<file path="src/hdl/adc_ctrl_regs.vh">
`ifndef ADC_CTRL_REGS_VH
`define ADC_CTRL_REGS_VH

// control word field positions, most significant bit first
`define CW_WIDTH 24
`define CW_MODE_HI 23
`define CW_MODE_LO 21
`define CW_GAIN_HI 20
`define CW_GAIN_LO 18
`define CW_CH_BIT 17
`define CW_PD_BIT 16
`define CW_WL_BIT 15
`define CW_X_BIT 14
`define CW_BO_BIT 13
`define CW_BU_BIT 12
`define CW_NOTCH_HI 11
`define CW_NOTCH_LO 0

// operating mode codes
`define MODE_NORMAL 3'h0
`define MODE_SELF_CAL 3'h1
`define MODE_SYS_ZERO 3'h2
`define MODE_SYS_FULL 3'h3
`define MODE_SYS_OFFSET 3'h4
`define MODE_BACKGROUND 3'h5
`define MODE_RW_ZERO 3'h6
`define MODE_RW_FULL 3'h7

// reset values of the control fields
`define MODE_RST 3'h0
`define GAIN_RST 3'h0
`define CH_RST 1'h0
`define PD_RST 1'h0
`define WL_RST 1'h0
`define BO_RST 1'h0
`define BU_RST 1'h0
`define NOTCH_RST 12'h146
`define PGA_GAIN_RST 8'h01

// coefficient store addressing: {kind, channel}
`define COEF_AW 2
`define COEF_KIND_ZERO 1'h0
`define COEF_KIND_FULL 1'h1

// transfer lengths and timing
`define COEF_BITS 5'h18
`define CTRL_BITS 5'h18
`define SHORT_WORD_BITS 5'h10
`define LONG_WORD_BITS 5'h18
`define BG_RATE_FACTOR 3'h6
`define NOTCH_CYCLES_RST 12'h200

`endif

</file>
<file path="src/hdl/adc_mode_calibration_control.v">
`timescale 1ns/1ps
`include "adc_ctrl_regs.vh"
// Function
// - mode zero is normal operation and the reset mode
// - mode one self-calibrates zero then full scale, clears mode, flags completion
// - mode two runs system zero-scale calibration, flags completion, returns normal
// - mode three runs system full-scale calibration, flags completion, returns normal
// - mode four zero on input, full on reference, then normal
// - mode five interleaves calibration, conversion period six times longer
// - background mode updates coefficients automatically every conversion
// - mode six maps select-high accesses to zero-scale coefficient of channel
// - mode seven maps select-high accesses to full-scale coefficient of channel
// - coefficient transfers are always 24 bits
// - short coefficient write is discarded
// - gain is two to the gain code, default one
// - channel select picks input for calibration and coefficients, default low
// - control word needs exactly 24 bits, extra clocks ignored
// - ready falls on new word or calibration end, rises after readout
// - sleep bit stops conversions, default awake
// - word size bit chooses 16 or 24 bit results, default 16
module adc_mode_calibration_control #(
  parameter [11:0] NOTCH_CYCLES = `NOTCH_CYCLES_RST
) (
  input wire clk,
  input wire rst_n,
  input wire ce,
  input wire serialClk,
  input wire transmitFrameN,
  input wire receiveFrameN,
  input wire registerSelectLine,
  input wire serialDataIn,
  output wire serialDataOut,
  output wire serialDataOe,
  input wire [23:0] analogWord,
  input wire [23:0] shortedWord,
  input wire [23:0] referenceWord,
  output wire resultReadyN,
  output wire [2:0] gainCode,
  output wire [7:0] pgaGain,
  output wire inputSelect,
  output wire sleepRequest,
  output wire outputWordSize,
  output wire burnoutSourceEnable,
  output wire polaritySelect,
  output wire [11:0] notchCode,
  output wire [2:0] modeSelect
);
  localparam [2:0] ST_IDLE = 3'h1;
  localparam [2:0] ST_ZERO = 3'h2;
  localparam [2:0] ST_FULL = 3'h4;

  reg [4:0] syncA_r;
  reg [4:0] syncB_r;
  reg prevSclk_r;
  reg prevTfs_r;
  reg prevRfs_r;
  reg [23:0] ctrl_r;
  reg [7:0] pgaGain_r;
  reg [23:0] wrShift_r;
  reg [4:0] wrCnt_r;
  reg [23:0] rdShift_r;
  reg [4:0] rdCnt_r;
  reg [4:0] rdLen_r;
  reg rdActive_r;
  reg rdIsData_r;
  reg sdataOut_r;
  reg sdataOe_r;
  reg resultReadyN_r;
  reg [23:0] data_r;
  reg [2:0] state_r;
  reg [23:0] timer_r;
  reg memWe;
  reg [1:0] memWaddr;
  reg [23:0] memWdata;
  wire [23:0] memRdata;

  // synchronised link pins: 0 clock, 1 write frame, 2 read frame, 3 data, 4 select
  wire sclkS = syncB_r[0];
  wire tfsS = syncB_r[1];
  wire rfsS = syncB_r[2];
  wire sdinS = syncB_r[3];
  wire a0S = syncB_r[4];
  wire sclkRise = sclkS & ~prevSclk_r;
  wire sclkFall = ~sclkS & prevSclk_r;
  wire tfsFall = ~tfsS & prevTfs_r;
  wire tfsRise = tfsS & ~prevTfs_r;
  wire rfsFall = ~rfsS & prevRfs_r;
  wire rfsRise = rfsS & ~prevRfs_r;

  wire [2:0] mode = ctrl_r[`CW_MODE_HI:`CW_MODE_LO];
  wire chSel = ctrl_r[`CW_CH_BIT];
  wire coefMode = (mode == `MODE_RW_ZERO) || (mode == `MODE_RW_FULL);
  wire [2:0] newMode = wrShift_r[`CW_MODE_HI:`CW_MODE_LO];
  wire [23:0] stepLen = ctrl_r[`CW_NOTCH_HI:`CW_NOTCH_LO] * NOTCH_CYCLES;
  wire [23:0] newStepLen = wrShift_r[`CW_NOTCH_HI:`CW_NOTCH_LO] * NOTCH_CYCLES;
  wire [23:0] bgLen = stepLen * `BG_RATE_FACTOR;
  wire [23:0] convLen = (mode == `MODE_BACKGROUND) ? bgLen : stepLen;

  wire wrDone = tfsRise && (wrCnt_r == `CTRL_BITS);
  wire ctrlWrite = wrDone && !a0S;
  wire coefWrite = wrDone && a0S && coefMode && (wrCnt_r == `COEF_BITS);
  wire calStart = ctrlWrite && !wrShift_r[`CW_PD_BIT] && (newMode != `MODE_NORMAL) &&
    (newMode <= `MODE_SYS_OFFSET);

  wire tick = (timer_r == 24'h000000);
  wire convRun = state_r[0] && !ctrl_r[`CW_PD_BIT];
  wire convTick = convRun && tick;
  wire bgZeroTick = convRun && (mode == `MODE_BACKGROUND) && (timer_r == 24'h000001);
  wire zeroTick = state_r[1] && tick;
  wire fullTick = state_r[2] && tick;
  wire zeroThenFull = (mode == `MODE_SELF_CAL) || (mode == `MODE_SYS_OFFSET);
  wire calFinish = fullTick || (zeroTick && !zeroThenFull);
  wire dataReadDone = rdActive_r && sclkFall && rdIsData_r && (rdCnt_r + 5'h01 == rdLen_r);

  // two-stage synchroniser for every link pin
  always @(posedge clk) begin
    if (!rst_n) begin
      // link clock idles low, frames and select idle high
      syncA_r <= 5'h1E;
      syncB_r <= 5'h1E;
    end else if (ce) begin
      syncA_r <= {registerSelectLine, serialDataIn, receiveFrameN, transmitFrameN, serialClk};
      syncB_r <= syncA_r;
    end
  end

  // previous synchronised levels for edge detection
  always @(posedge clk) begin
    if (!rst_n) begin
      prevSclk_r <= 1'b0;
      prevTfs_r <= 1'b1;
      prevRfs_r <= 1'b1;
    end else if (ce) begin
      prevSclk_r <= sclkS;
      prevTfs_r <= tfsS;
      prevRfs_r <= rfsS;
    end
  end

  // write shifter: data taken on rising link clock while write frame is low
  always @(posedge clk) begin
    if (!rst_n) begin
      wrShift_r <= 24'h000000;
      wrCnt_r <= 5'h00;
    end else if (ce) begin
      if (tfsFall) begin
        wrCnt_r <= 5'h00;
      end else if (!tfsS && sclkRise && (wrCnt_r != `CTRL_BITS)) begin
        wrShift_r <= {wrShift_r[22:0], sdinS};
        wrCnt_r <= wrCnt_r + 5'h01;
      end
    end
  end

  // control word register and derived gain
  always @(posedge clk) begin
    if (!rst_n) begin
      ctrl_r <= {`MODE_RST, `GAIN_RST, `CH_RST, `PD_RST, `WL_RST, 1'b0, `BO_RST, `BU_RST,
        `NOTCH_RST};
      pgaGain_r <= `PGA_GAIN_RST;
    end else if (ce) begin
      if (ctrlWrite) begin
        ctrl_r <= wrShift_r;
        pgaGain_r <= 8'h01 << wrShift_r[`CW_GAIN_HI:`CW_GAIN_LO];
      end else if (calFinish) begin
        ctrl_r[`CW_MODE_HI:`CW_MODE_LO] <= `MODE_NORMAL;
      end
    end
  end

  // calibration sequencer and shared conversion timer
  always @(posedge clk) begin
    if (!rst_n) begin
      state_r <= ST_IDLE;
      timer_r <= 24'h000000;
    end else if (ce) begin
      if (calStart) begin
        state_r <= (newMode == `MODE_SYS_FULL) ? ST_FULL : ST_ZERO;
        timer_r <= newStepLen;
      end else begin
        case (state_r)
          ST_IDLE: begin
            if (convRun) begin
              timer_r <= tick ? convLen : timer_r - 24'h000001;
            end
          end
          ST_ZERO: begin
            if (tick) begin
              state_r <= zeroThenFull ? ST_FULL : ST_IDLE;
              timer_r <= zeroThenFull ? stepLen : convLen;
            end else begin
              timer_r <= timer_r - 24'h000001;
            end
          end
          ST_FULL: begin
            if (tick) begin
              state_r <= ST_IDLE;
              timer_r <= stepLen;
            end else begin
              timer_r <= timer_r - 24'h000001;
            end
          end
          default: begin
            state_r <= ST_IDLE;
            timer_r <= 24'h000000;
          end
        endcase
      end
    end
  end

  // coefficient write port: host first, then calibration, then background
  always @* begin
    memWe = 1'b0;
    memWaddr = {`COEF_KIND_ZERO, chSel};
    memWdata = wrShift_r;
    if (coefWrite) begin
      memWe = 1'b1;
      memWaddr = {mode[0], chSel};
    end else if (zeroTick) begin
      memWe = 1'b1;
      memWdata = (mode == `MODE_SELF_CAL) ? shortedWord : analogWord;
    end else if (fullTick) begin
      memWe = 1'b1;
      memWaddr = {`COEF_KIND_FULL, chSel};
      memWdata = (mode == `MODE_SYS_FULL) ? analogWord : referenceWord;
    end else if (bgZeroTick) begin
      memWe = 1'b1;
      memWdata = shortedWord;
    end else if (convTick && (mode == `MODE_BACKGROUND)) begin
      memWe = 1'b1;
      memWaddr = {`COEF_KIND_FULL, chSel};
      memWdata = referenceWord;
    end
  end

  coef_mem #(
    .WIDTH(24),
    .AW(`COEF_AW)
  ) u_coef_mem (
    .clk(clk),
    .ce(ce),
    .we(memWe),
    .waddr(memWaddr),
    .wdata(memWdata),
    .raddr({mode[0], chSel}),
    .rdata(memRdata)
  );

  // conversion result register
  always @(posedge clk) begin
    if (!rst_n) begin
      data_r <= 24'h000000;
    end else if (ce && convTick) begin
      data_r <= analogWord;
    end
  end

  // ready flag, a new word wins over the readout clear
  always @(posedge clk) begin
    if (!rst_n) begin
      resultReadyN_r <= 1'b1;
    end else if (ce) begin
      if (convTick || calFinish) begin
        resultReadyN_r <= 1'b0;
      end else if (dataReadDone) begin
        resultReadyN_r <= 1'b1;
      end
    end
  end

  // read shifter: first bit on read frame fall, next bits on falling link clock
  always @(posedge clk) begin
    if (!rst_n) begin
      rdShift_r <= 24'h000000;
      rdCnt_r <= 5'h00;
      rdLen_r <= 5'h00;
      rdActive_r <= 1'b0;
      rdIsData_r <= 1'b0;
      sdataOut_r <= 1'b0;
      sdataOe_r <= 1'b0;
    end else if (ce) begin
      if (rfsFall) begin
        rdCnt_r <= 5'h00;
        rdIsData_r <= 1'b0;
        if (!a0S) begin
          rdShift_r <= ctrl_r;
          rdLen_r <= `CTRL_BITS;
          rdActive_r <= 1'b1;
          sdataOut_r <= ctrl_r[23];
          sdataOe_r <= 1'b1;
        end else if (coefMode) begin
          rdShift_r <= memRdata;
          rdLen_r <= `COEF_BITS;
          rdActive_r <= 1'b1;
          sdataOut_r <= memRdata[23];
          sdataOe_r <= 1'b1;
        end else if (!resultReadyN_r) begin
          rdShift_r <= ctrl_r[`CW_WL_BIT] ? data_r : {data_r[23:8], 8'h00};
          rdLen_r <= ctrl_r[`CW_WL_BIT] ? `LONG_WORD_BITS : `SHORT_WORD_BITS;
          rdIsData_r <= 1'b1;
          rdActive_r <= 1'b1;
          sdataOut_r <= data_r[23];
          sdataOe_r <= 1'b1;
        end else begin
          rdActive_r <= 1'b0;
          sdataOe_r <= 1'b0;
        end
      end else if (rfsRise) begin
        rdActive_r <= 1'b0;
        sdataOe_r <= 1'b0;
      end else if (rdActive_r && sclkFall) begin
        if (rdCnt_r + 5'h01 == rdLen_r) begin
          rdActive_r <= 1'b0;
          sdataOe_r <= 1'b0;
        end else begin
          rdShift_r <= {rdShift_r[22:0], 1'b0};
          sdataOut_r <= rdShift_r[22];
          rdCnt_r <= rdCnt_r + 5'h01;
        end
      end
    end
  end

  // outputs straight from registers
  assign serialDataOut = sdataOut_r;
  assign serialDataOe = sdataOe_r;
  assign resultReadyN = resultReadyN_r;
  assign modeSelect = ctrl_r[`CW_MODE_HI:`CW_MODE_LO];
  assign gainCode = ctrl_r[`CW_GAIN_HI:`CW_GAIN_LO];
  assign pgaGain = pgaGain_r;
  assign inputSelect = ctrl_r[`CW_CH_BIT];
  assign sleepRequest = ctrl_r[`CW_PD_BIT];
  assign outputWordSize = ctrl_r[`CW_WL_BIT];
  assign burnoutSourceEnable = ctrl_r[`CW_BO_BIT];
  assign polaritySelect = ctrl_r[`CW_BU_BIT];
  assign notchCode = ctrl_r[`CW_NOTCH_HI:`CW_NOTCH_LO];
endmodule

</file>
<file path="src/hdl/coef_mem.v">
`timescale 1ns/1ps
// small coefficient store with registered read data
module coef_mem #(
  parameter WIDTH = 24,
  parameter AW = 2
) (
  input wire clk,
  input wire ce,
  input wire we,
  input wire [AW-1:0] waddr,
  input wire [WIDTH-1:0] wdata,
  input wire [AW-1:0] raddr,
  output reg [WIDTH-1:0] rdata
);
  reg [WIDTH-1:0] mem [0:(1<<AW)-1];

  // write and registered read, frozen when ce is low
  always @(posedge clk) begin
    if (ce) begin
      if (we) begin
        mem[waddr] <= wdata;
      end
      rdata <= mem[raddr];
    end
  end
endmodule
</file>
<file path="config.mk">
export PLATFORM = sky130hd
export DESIGN_NAME = adc_mode_calibration_control
export DESIGN_NICKNAME = d
export VERILOG_FILES = /design/src/hdl/adc_mode_calibration_control.v /design/src/hdl/coef_mem.v
export VERILOG_INCLUDE_DIRS = /design/src /design/src/hdl
export SDC_FILE = /design/constraint.sdc
export NUM_CORES = 1
export LEC_CHECK = 0
export BUFFER_PORTS_ARGS = -buffer_cell sky130_fd_sc_hd__buf_4
export CAP_MARGIN = 20
export CELL_PAD_IN_SITES_DETAIL_PLACEMENT = 1
export CELL_PAD_IN_SITES_GLOBAL_PLACEMENT = 2
export CORE_ASPECT_RATIO = 1.2
export CORE_MARGIN = 3
export CORE_UTILIZATION = 41
export CTS_CLUSTER_DIAMETER = 150
export CTS_CLUSTER_SIZE = 10
export DETAILED_ROUTE_END_ITERATION = 7
export PLACE_DENSITY = 0.82
export RECOVER_POWER = 100
export SETUP_SLACK_MARGIN = 0.4
export SLEW_MARGIN = 25
export SYNTH_ARGS = -nofsm -noshare
export SYNTH_HDL_FRONTEND = slang
export SYNTH_SLANG_ARGS = --single-unit
</file>
<file path="constraint.sdc">
create_clock -name clk -period 10.4 [get_ports clk]
set_input_delay 2.08 -clock clk [delete_from_list [all_inputs] [get_ports clk]]
set_output_delay 2.08 -clock clk [all_outputs]
set_load 0.1 [all_outputs]
</file>
==> results of run 1 <==
-- worst min path at each step --
stage | depth (start not counted) | end | startpoint
floorplan | 1 | wrCnt_r[4] | wrCnt_r[4]
global placement | 2 | data_r[8] | data_r[8]
detailed placement | 2 | data_r[7] | data_r[7]
CTS | 2 | data_r[17] | data_r[17]
global route | 2 | data_r[17] | data_r[17]
finish | 2 | data_r[17] | data_r[17]
-- logic make-up (layout without fill, tap and decap cells) --
kind of cell    count (synthesis)  after routing
compound gates                450            450
mux                            97             97
buf+inv                       170            218
simple gates                  556            556
xor+xnor                       30             30
fa+ha+maj                      22             22
flops                         279            279
-- power breakdown --
| part | leakage [µW] | switching (µW) | internal [µW] |
|---|---|---|---|
| Clock | 0.000408 | 428 | 546 |
| Combinational | 0.00263 | 173 | 95.1 |
| Sequential | 0.00239 | 23.3 | 1160 |
-- cell usage in the layout (no fill, tap or decap), types with 4 or more instances in the layout --
cell type | synthesis | layout
inv_1 | 21 | 20
a211oi_1 | 31 | 31
nor3_1 | 26 | 24
or3_1 | 6 | 6
nand4b_1 | 7 | 7
o31ai_1 | 5 | 5
nor2_1 | 99 | 100
nand2_1 | 264 | 263
o211ai_1 | 8 | 28
mux2i_1 | 71 | 71
nand2b_1 | 12 | 12
dfxtp_1 | 159 | 156
nor4_1 | 9 | 9
nand3_1 | 48 | 50
buf_4 | 18 | 101
and2_1 | 27 | 27
edfxtp_1 | 120 | 120
a21o_1 | 8 | 8
clkbuf_16 | 0 | 31
ha_1 | 21 | 21
xnor2_1 | 20 | 20
xor2_1 | 10 | 10
nor2b_1 | 6 | 5
a31oi_1 | 38 | 38
o21ai_0 | 63 | 64
o2111ai_1 | 4 | 4
mux4_2 | 24 | 24
nand4_1 | 14 | 14
o221ai_1 | 24 | 24
a311o_1 | 22 | 22
o2bb2ai_1 | 4 | 4
and3_1 | 4 | 4
o22ai_1 | 5 | 5
nor4b_1 | 4 | 5
a21oi_1 | 187 | 187
clkbuf_1 | 112 | 63
nand3b_1 | 6 | 6
-- worst max-delay path: cells and delay by family --
kind,cells,cell delay [ns]
buffers and inverters,3,4.18
and+or+nand+nor,2,0.74
-- metrics by stage --
step | cells | total power [µW] | area (µm²)
after CTS | 2114 | 2440 | 16800
final | 2114 | 2420 | 16500
after detailed placement | 2064 | 1480 | 16000
after global placement | 2064 | 1470 | 15900
after floorplan | 1604 | 1370 | 14900
after global routing | 2114 | 2520 | 16500
-- registers in the layout (all words and copies together) (netlist names) --
name / cells
ctrl_r: 24
data_r: 24
pgaGain: 8
prevRfs_r: 1
prevSclk_r: 1
prevTfs_r: 1
rdCnt_r: 5
rdIsData_r: 1
rdLen_r: 2
rdShift_r: 23
resultReadyN: 1
serialDataOe: 1
serialDataOut: 1
state_r: 3
syncA_r: 5
syncB_r: 5
timer_r: 24
u_coef_mem.mem: 96
u_coef_mem.rdata: 24
wrCnt_r: 5
wrShift_r: 24
-- area by class of cell --
type                    instances  area share, %
flip-flops and latches        279           41.2
well taps                     462           3.51
repair buffers                147           5.70
multi-input cells            1155           43.9
clock buffers                  49           5.12
clock inverters                 1         0.0532
inverters                      21          0.486
-- synthesized netlist by cell type, types with 12 or more instances --
| cell type | number |
|---|---|
| o211ai_2 | 20 |
| clkbuf_1 | 112 |
| nand3_1 | 48 |
| a21oi_1 | 187 |
| mux2i_1 | 71 |
| nor2_1 | 99 |
| o21ai_0 | 63 |
| buf_4 | 18 |
| nand2_1 | 264 |
| nand2b_1 | 12 |
| a211oi_1 | 31 |
| edfxtp_1 | 120 |
| xnor2_1 | 20 |
| mux4_2 | 24 |
| dfxtp_1 | 159 |
| nor3_1 | 26 |
| and2_1 | 27 |
| a311o_1 | 22 |
| a31oi_1 | 38 |
| ha_1 | 21 |
| inv_1 | 21 |
| nand4_1 | 14 |
| o221ai_1 | 24 |
-- metal layers --
metal / up-vias / share of wire [%] / routed length (µm)
met2: 430 / 49 / 26200
li1: 5943 / - / -
met4: 0 / 2.6 / 1390
met1: 6672 / 43 / 22600
met3: 92 / 5.4 / 2850
met5: - / 0 / 0
==> Implementation_results.wiki, run 1 <==
{| class="wikitable"
! Metric !! Value
|-
| Global-route wire length before repair || 81300 µm
|-
| Total standard cell area after synthesis || 14900 µm²
|-
| Busiest grt layer || met2
|-
| H-tree level count || 1
|-
| Kind of start point of the critical path || primary input
|-
| Sequential cell area in the final layout || 6790 µm²
|-
| Period minus WS final || 6.92 ns
|-
| Horizontal die dimension || 180 µm
|-
| Slowest-stage cell, CP || clkbuf_1
|-
| Post-cts resize count || 0
|-
| Antenna viol nets, final || 0
|-
| Flop and latch count out of synthesis || 279
|-
| Multiplexer share of the synthesized area || 8.57%
|-
| TritonCTS buffer count || 31
|-
| TritonCTS clock tree || done
|-
| Highest ir drop seen on vdd || 0.0984 mV
|-
| Cell count after synthesis || 1604
|-
| FF-to-FF End || u_coef_mem.mem[3][19]
|-
| Violations in the final reports || capacitance limit, slew limit
|-
| Clock-pin slew on the worst setup and hold paths || 0.05 ns
|-
| Number of setup violations in the final report || 0
|-
| Total routing usage reported by global routing || 26.5%
|-
| Max Buffers Root-to-Sink || 3
|-
| Via count of the first global-routing pass || 13400
|-
| Path type of the worst setup path || primary input to flop
|-
| Die boundary height || 215 µm
|-
| Maximum clock frequency || 145 MHz
|-
| Largest stage delay on the critical path || 2.03 ns
|-
| Fraction of the mapped netlist area in compound gates || 19.7%
|-
| Average cell area after synthesis || 9.27 µm²
|-
| Via total after detailed routing || 13100
|-
| Post-synthesis xor/xnor area fraction || 1.77%
|-
| Max-Slew Margin vs Limit || -86.7%
|-
| Sequential fraction of the synthesis area || 45.7%
|-
| Post-layout net count || 1737
|-
| Global placer's final weighted congestion || 0.824
|-
| Reg-to-reg critical path startpoint || timer_r[15]
|-
| Simple-gate portion of the synthesized area || 17.4%
|-
| Crit Path Max Fanout || 44
|-
| Part of the cycle the worst path needs || 66.5%
|-
| PD cells || 147 nW/µm²
|-
| Minimum hold slack || 0.458 ns
|-
| Setup clock skew after layout || 0.0258 ns
|-
| Outcome || finished with violations
|-
| Arrival time of data at the critical path endpoint || 7.05 ns
|-
| Most used flip-flop cell after synthesis || dfxtp_1
|-
| Antenna violations before repair || 1
|-
| Layout overhead on the synthesized area || 10.8%
|-
| P_leak || 0.00543 µW
|-
| Via-to-Cell Ratio || 6.21
|-
| Class of the tightest hold or removal check || flop to flop
|-
| CORE AREA || 35400 µm²
|-
| Yosys synthesis warning count || 0
|-
| Critical-path cell list || clkbuf_1, clkbuf_1, nand2_1, nor3b_1, clkbuf_1
|-
| Total Routed Length || 53000 µm
|-
| EDFF count, synth || 120
|-
| Cell taking the most area after synthesis || edfxtp_1
|-
| Skew-Pair Late Insertion Delay || 0.57 ns
|-
| Sum Neg Setup Slack || 0 ns
|-
| Average wire length per cell after detail routing || 25.1 µm
|-
| Cell mode on critical path || clkbuf_1
|-
| M3 GR Usage || 3.22%
|-
| Reg2Reg Setup Slack || 3.83 ns
|-
| Starting utilization of the core area || 42.0%
|-
| 1st-iter DRT viols || 954
|-
| Overall die area || 38600 µm²
|-
| CP required || 10.53 ns
|-
| DP Wirelength || 35200 µm
|-
| Unrepaired setup endpoints after global routing || no
|-
| Top cell type's share of synthesized area || 24.2%
|-
| Final count of pins violating max slew || 278
|-
| Worst R2R Path Depth || 7
|-
| Quantity of hold-fixing buffers added after cts || 0
|-
| # DRC || 0
|-
| Setup slack at placement || 5.49 ns
|-
| Endpoints failing hold || 0
|-
| Slew at the pin closest to its max-slew limit || 2.80 ns
|-
| Io pins || 114
|-
| Combinational family with the most area after synthesis || compound AO/OA/AOI/OAI gates
|-
| Met1 routing resource usage after global routing || 34.6%
|-
| Footprint of the multi-input gates || 7230 µm²
|-
| Final critical-path setup slack || 3.48 ns
|-
| Unique masters post-synth || 79
|-
| Worst setup endpoint || u_coef_mem.mem[3][19]
|-
| Filler cells || 4051
|-
| Number of buffers inserted by post-CTS setup repair || 0
|-
| Rows || 75
|-
| Element type at the critical path end || flop
|-
| Final cell utilization of the core || 46.6%
|-
| Leading post-synthesis cells by cell area || edfxtp_1 (24%), dfxtp_1 (21%), nand2_1 (6.7%)
|-
| Post-synthesis share of cell area spent on full adders, half adders and majority gates || 1.90%
|-
| Max Cap Viol || 10
|-
| Largest net degree at the start of global routing || 97
|-
| Met2 routing resource usage after global routing || 46.6%
|-
| Post-synth ARST share || 0%
|-
| CP Launch Point || ce
|-
| Iteration count of the initial detailed-routing pass || 5
|-
| Final global-route overflow total || 0
|-
| Number of sinks on the clock net || 279
|-
| Syn Nets || 1706
|-
| Layout cells sized above 1 || 11.1%
|-
| CTS Root Cell || clkbuf_16
|-
| Total of buffers placed on input and output ports || 113
|-
| Antenna diode count || 0
|}
Note: power is estimated with default switching activity, not from simulation.
==> run 2, diff against run 1 <==
ABC_AREA = 1   (was default)
CORE_UTILIZATION = 32   (was 41)
PLACE_DENSITY = 0.73   (was 0.82)
clock period = 6.05 ns   (was 10.4 ns; I/O delays follow)
==> Implementation_results.wiki, run 2 <==
{| class="wikitable"
! Metric !! Value
|-
| Outcome || finished with violations
|-
| Violations in the final reports || capacitance limit, slew limit
|-
| Skew-Pair Late Insertion Delay || 0.59 ns
|-
| Total Routed Length || 57900 µm
|-
| Global-route wire length before repair || 88000 µm
|-
| Highest ir drop seen on vdd || 0.183 mV
|-
| Crit Path Max Fanout || 30
|-
| Final critical-path setup slack || 1.42 ns
|-
| Setup clock skew after layout || 0.0101 ns
|-
| TritonCTS buffer count || 31
|-
| Filler cells || 5697
|-
| PD cells || 244 nW/µm²
|-
| Via count of the first global-routing pass || 14300
|-
| Layout cells sized above 1 || 8.70%
|-
| Leading post-synthesis cells by cell area || edfxtp_1 (24%), dfxtp_1 (21%), nand2_1 (11%)
|-
| Top reg by flops || u_coef_mem.mem
|-
| Die boundary height || 244 µm
|-
| Dominant cell by count in the synthesized netlist || nand2_1
|-
| Quantity of hold-fixing buffers added after cts || 0
|-
| CP required || 6.32 ns
|-
| Unrepaired setup endpoints after global routing || no
|-
| Total routing usage reported by global routing || 22.7%
|-
| DP Wirelength || 42100 µm
|-
| Max reg flops || 96
|-
| TritonCTS clock tree || done
|-
| Total of buffers placed on input and output ports || 113
|-
| Commonest cells post-synth || nand2_1 (461), nor2_1 (208), o21ai_0 (187)
|-
| Io pins || 114
|-
| Final cell utilization of the core || 36.6%
|-
| 1st-iter DRT viols || 900
|-
| EDFF count, synth || 120
|-
| Part of the cycle the worst path needs || 76.5%
|-
| # DRC || 0
|-
| Iteration count of the initial detailed-routing pass || 5
|-
| Cell taking the most area after synthesis || edfxtp_1
|-
| CTS Root Cell || clkbuf_16
|-
| Global placer's final weighted congestion || 0.868
|-
| Commonest non-fill, non-tap cell in the layout || nand2_1
|-
| H-tree level count || 1
|-
| Arrival time of data at the critical path endpoint || 4.90 ns
|-
| Maximum clock frequency || 216 MHz
|-
| Post-synthesis share of cell area spent on full adders, half adders and majority gates || 1.87%
|-
| Final count of pins violating max slew || 102
|-
| Top cell type's share of synthesized area || 23.8%
|-
| Post-cts resize count || 0
|-
| Post-synth ARST share || 0%
|-
| Endpoints failing hold || 0
|-
| Most used flip-flop cell after synthesis || dfxtp_1
|-
| Via total after detailed routing || 14100
|-
| Multiplexer share of the synthesized area || 0%
|-
| Overall die area || 50000 µm²
|-
| Flop and latch count out of synthesis || 279
|-
| Number of buffers inserted by post-CTS setup repair || 0
|-
| Class of the tightest hold or removal check || flop to flop
|-
| Path type of the worst setup path || flop to flop
|-
| Fraction of the mapped netlist area in compound gates || 16.5%
|-
| Max-Slew Margin vs Limit || -53.1%
|-
| Horizontal die dimension || 205 µm
|-
| Via-to-Cell Ratio || 5.26
|-
| Period minus WS final || 4.63 ns
|-
| Number of sinks on the clock net || 279
|-
| Antenna viol nets, final || 0
|-
| Starting utilization of the core area || 32.7%
|-
| P_leak || 0.00683 µW
|-
| Max Buffers Root-to-Sink || 3
|-
| Number of setup violations in the final report || 0
|-
| Kind of start point of the critical path || flop
|-
| Yosys synthesis warning count || 0
|-
| Sequential fraction of the synthesis area || 44.8%
|-
| Cell count after synthesis || 2005
|-
| Average cell area after synthesis || 7.55 µm²
|-
| Largest net degree at the start of global routing || 58
|-
| Unique masters post-synth || 49
|-
| CORE AREA || 46400 µm²
|-
| Max Cap Viol || 2
|-
| Commonest cells after routing, fill and taps aside || nand2_1 (463), nor2_1 (205), o21ai_0 (188)
|-
| Post-synthesis xor/xnor area fraction || 0.810%
|-
| Setup slack at placement || 2.20 ns
|-
| Combinational family with the most area after synthesis || simple AND/OR/NAND/NOR gates
|-
| Antenna violations before repair || 1
|-
| Post-layout net count || 2146
|-
| Average wire length per cell after detail routing || 21.6 µm
|-
| Clock-pin slew on the worst setup and hold paths || 0.06 ns
|-
| Slew at the pin closest to its max-slew limit || 2.30 ns
|-
| Syn Nets || 2107
|-
| Element type at the critical path end || flop
|-
| Final global-route overflow total || 0
|-
| Total standard cell area after synthesis || 15100 µm²
|-
| Simple-gate portion of the synthesized area || 26.9%
|-
| Sum Neg Setup Slack || 0 ns
|-
| Rows || 86
|-
| Layout overhead on the synthesized area || 12.0%
|}
run 2: cell types whose count changed after synthesis, sizes merged, moves of 35 or more:
cell / change
a21oi: -35
clkbuf: -39
inv: +159
mux2i: -71
nand2: +206
nand3: +87
nand4: +39
nor2: +125
o21ai: +131
run 2: worst max-delay path, stage by stage, from the launching register on:
cell	delay [ns]
dfxtp_1	0.31
buf_4	0.33
inv_1	0.50
nor2_1	0.29
nand2_1	0.25
inv_2	0.23
nand2_1	0.07
nor2_1	0.09
nand2_1	0.67
nand4_1	0.42
nand3_1	0.15
nor2_2	0.62
buf_4	0.35
run 2: cell type report:
class	instances	area [µm²]	area share, %
Timing Repair Buffer	139	887	5.23
Multi-Input combinational cell	1410	6970	41.1
Clock buffer	46	832	4.91
Antenna cell	2	5.00	0.0295
Inverter	183	694	4.09
Tap cell	616	771	4.54
Clock inverter	1	20.0	0.118
Sequential cell	279	6790	40.0
run 2: cell families after synthesis:
kind of cell,after synthesis
AND/OR/NAND/NOR,928
AO/OA/AOI/OAI,446
flip-flops,279
XOR/XNOR,14
adder cells (fa/ha/maj),22
buffers and inverters,316
run 2: metal layers:
layer / vias to the layer above / global-route usage [%] / part of all wire [%]
li1: 6818 / - / -
met1: 6932 / 29.0 / 44
met2: 255 / 41.6 / 51
met3: 63 / 1.93 / 2.8
met4: 0 / 4.98 / 2.1
met5: - / 0 / 0
run 2: path summary, 6_finish.rpt:
check / from / end / slack (ns) / depth (start not counted)
max: ctrl_r[21] / u_coef_mem.mem[0][22] / 1.42 / 12
min: syncA_r[1] / syncA_r[1] / 0.46 / 2
max reg2reg: ctrl_r[21] / u_coef_mem.mem[0][22] / 1.42 / 12
min reg2reg: syncA_r[1] / syncA_r[1] / 0.46 / 2
run 2: per-stage QoR:
step	cells	total power [µW]	hold slack (ns)	area, µm²
2_1_floorplan	2005	2320	0.429	15100
3_3_place_gp	2627	2480	0.445	16300
3_5_place_dp	2627	2480	0.447	16300
4_1_cts	2674	4190	0.463	17200
5_1_grt	2674	4310	0.499	17000
6_report	2676	4130	0.459	17000
run 2: report_power, final:
part	internal [µW]	leakage, µW	switching [µW]
clock	936	0.000410	758
combinational	136	0.00415	267
sequential	1990	0.00228	41.8
==> run 3, diff against run 2 <==
ABC_AREA = 0   (was 1)
CORE_UTILIZATION = 38   (was 32)
PLACE_DENSITY = 0.77   (was 0.73)
clock period = 4.4 ns   (was 6.05 ns; I/O delays follow)
==> Implementation_results.wiki, run 3 (synthesis gave the netlist of run 1 again) <==
{| class="wikitable"
! Metric !! Value
|-
| Max reg flops || 96
|-
| PD cells || 345 nW/µm²
|-
| DP Wirelength || 37200 µm
|-
| Endpoints failing hold || 0
|-
| Violations in the final reports || capacitance limit, slew limit
|-
| Element type at the critical path end || flop
|-
| H-tree level count || 1
|-
| # DRC || 0
|-
| Commonest non-fill, non-tap cell in the layout || nand2_1
|-
| Antenna diode count || 0
|-
| TritonCTS clock tree || done
|-
| Outcome || finished with violations
|-
| Crit Path Max Fanout || 25
|-
| Unrepaired setup endpoints after global routing || no
|-
| P_leak || 0.00551 µW
|-
| Io pins || 114
|-
| Via-to-Cell Ratio || 5.95
|-
| Overall die area || 41500 µm²
|-
| Max Buffers Root-to-Sink || 3
|-
| Setup slack at placement || 1.09 ns
|-
| Antenna viol nets, final || 0
|-
| Final count of pins violating max slew || 92
|-
| Maximum clock frequency || 266 MHz
|-
| Final critical-path setup slack || 0.640 ns
|-
| Global placer's final weighted congestion || 0.835
|-
| 1st-iter DRT viols || 1152
|-
| Layout cells sized above 1 || 12.1%
|-
| Number of buffers inserted by post-CTS setup repair || 0
|-
| Slowest-stage cell, CP || clkbuf_1
|-
| Horizontal die dimension || 187 µm
|-
| Starting utilization of the core area || 38.9%
|-
| Top reg by flops || u_coef_mem.mem
|-
| Part of the cycle the worst path needs || 85.4%
|-
| Total routing usage reported by global routing || 25.2%
|-
| Largest stage delay on the critical path || 0.78 ns
|-
| Iteration count of the initial detailed-routing pass || 5
|-
| Setup clock skew after layout || 0.00866 ns
|-
| Rows || 78
|-
| Highest ir drop seen on vdd || 0.306 mV
|-
| Number of sinks on the clock net || 279
|-
| Number of setup violations in the final report || 0
|-
| Via count of the first global-routing pass || 13100
|-
| Class of the tightest hold or removal check || flop to flop
|-
| Antenna violations before repair || 0
|-
| Post-cts resize count || 0
|-
| Quantity of hold-fixing buffers added after cts || 0
|-
| Via total after detailed routing || 13000
|-
| Slew at the pin closest to its max-slew limit || 2.11 ns
|-
| CORE AREA || 38300 µm²
|-
| Total Routed Length || 54400 µm
|-
| Post-layout net count || 1746
|-
| Skew-Pair Late Insertion Delay || 0.57 ns
|-
| Sum Neg Setup Slack || 0 ns
|-
| Largest net degree at the start of global routing || 68
|-
| Average wire length per cell after detail routing || 24.9 µm
|-
| Commonest cells after routing, fill and taps aside || nand2_1 (263), a21oi_1 (187), dfxtp_1 (156)
|-
| Final cell utilization of the core || 43.5%
|-
| Max-Slew Margin vs Limit || -40.6%
|-
| CP required || 4.88 ns
|-
| Layout overhead on the synthesized area || 12.1%
|-
| CTS Root Cell || clkbuf_16
|-
| Arrival time of data at the critical path endpoint || 4.24 ns
|-
| Max Cap Viol || 3
|-
| Global-route wire length before repair || 81600 µm
|-
| Final global-route overflow total || 0
|-
| Critical-path cell list || nor4_1, nand2b_1, nor3_1, clkbuf_1, and3_1, buf_4, nand2_1, a21oi_1
|-
| Die boundary height || 223 µm
|-
| Total of buffers placed on input and output ports || 113
|-
| Path type of the worst setup path || flop to flop
|-
| Kind of start point of the critical path || flop
|-
| TritonCTS buffer count || 31
|-
| Period minus WS final || 3.76 ns
|-
| Clock-pin slew on the worst setup and hold paths || 0.06 ns
|}
-- run 3: cell count changes in the layout (fill, tap and decap cells not counted), moves of 26 or more --
cell	change
mux2i_1	+71
and2_1	+26
o21ai_0	-123
nand4_1	-39
inv_1	-154
a211oi_1	+28
nand3_1	-88
nor2_1	-107
nand2_1	-200
a21oi_1	+35
-- run 3: per-layer routing --
layer	wire (µm)	track usage (%)
met5	0	0
met3	2850	2.65
met4	1310	6.76
met2	27100	44.7
met1	23100	32.9
-- run 3: where the power goes --
part / switching, µW / internal (µW)
clock network: 1020 / 1290
registers: 58.5 / 2730
logic: 407 / 237
-- run 3: worst max-delay path: cells and delay by family, from the launching register on --
family          cells  cell delay, ns
simple gates        5            1.98
flops               1            0.35
buf+inv             2            1.13
compound gates      1            0.20
-- run 3: through the flow --
step                hold slack (ns)  instance area (µm²)  std cells  total power [µW]
floorplan                     0.423                14900       1604              3250
global placement              0.439                16100       2131              3490
detailed placement            0.447                16100       2131              3500
CTS                           0.455                17000       2180              5790
global route                  0.477                16700       2180              5980
finish                        0.451                16700       2180              5750
-- run 3: final timing paths --
| path | start | end | slack (ns) | cells past startpoint |
|---|---|---|---|---|
| hold / removal | pgaGain[4] | pgaGain[4] | 0.45 | 2 |
| setup reg to reg | timer_r[10] | data_r[12] | 0.64 | 8 |
| setup / recovery | timer_r[10] | data_r[12] | 0.64 | 8 |
| hold reg to reg | pgaGain[4] | pgaGain[4] | 0.45 | 2 |
-- run 3: area by class of cell --
| class | instances | area (µm²) |
|---|---|---|
| Multi-Input combinational cell | 1155 | 7260 |
| Tap cell | 520 | 651 |
| Inverter | 21 | 81.3 |
| Timing Repair Buffer | 156 | 1030 |
| Clock buffer | 49 | 843 |
| Fill cell | 4426 | 21600 |
| Sequential cell | 279 | 6790 |
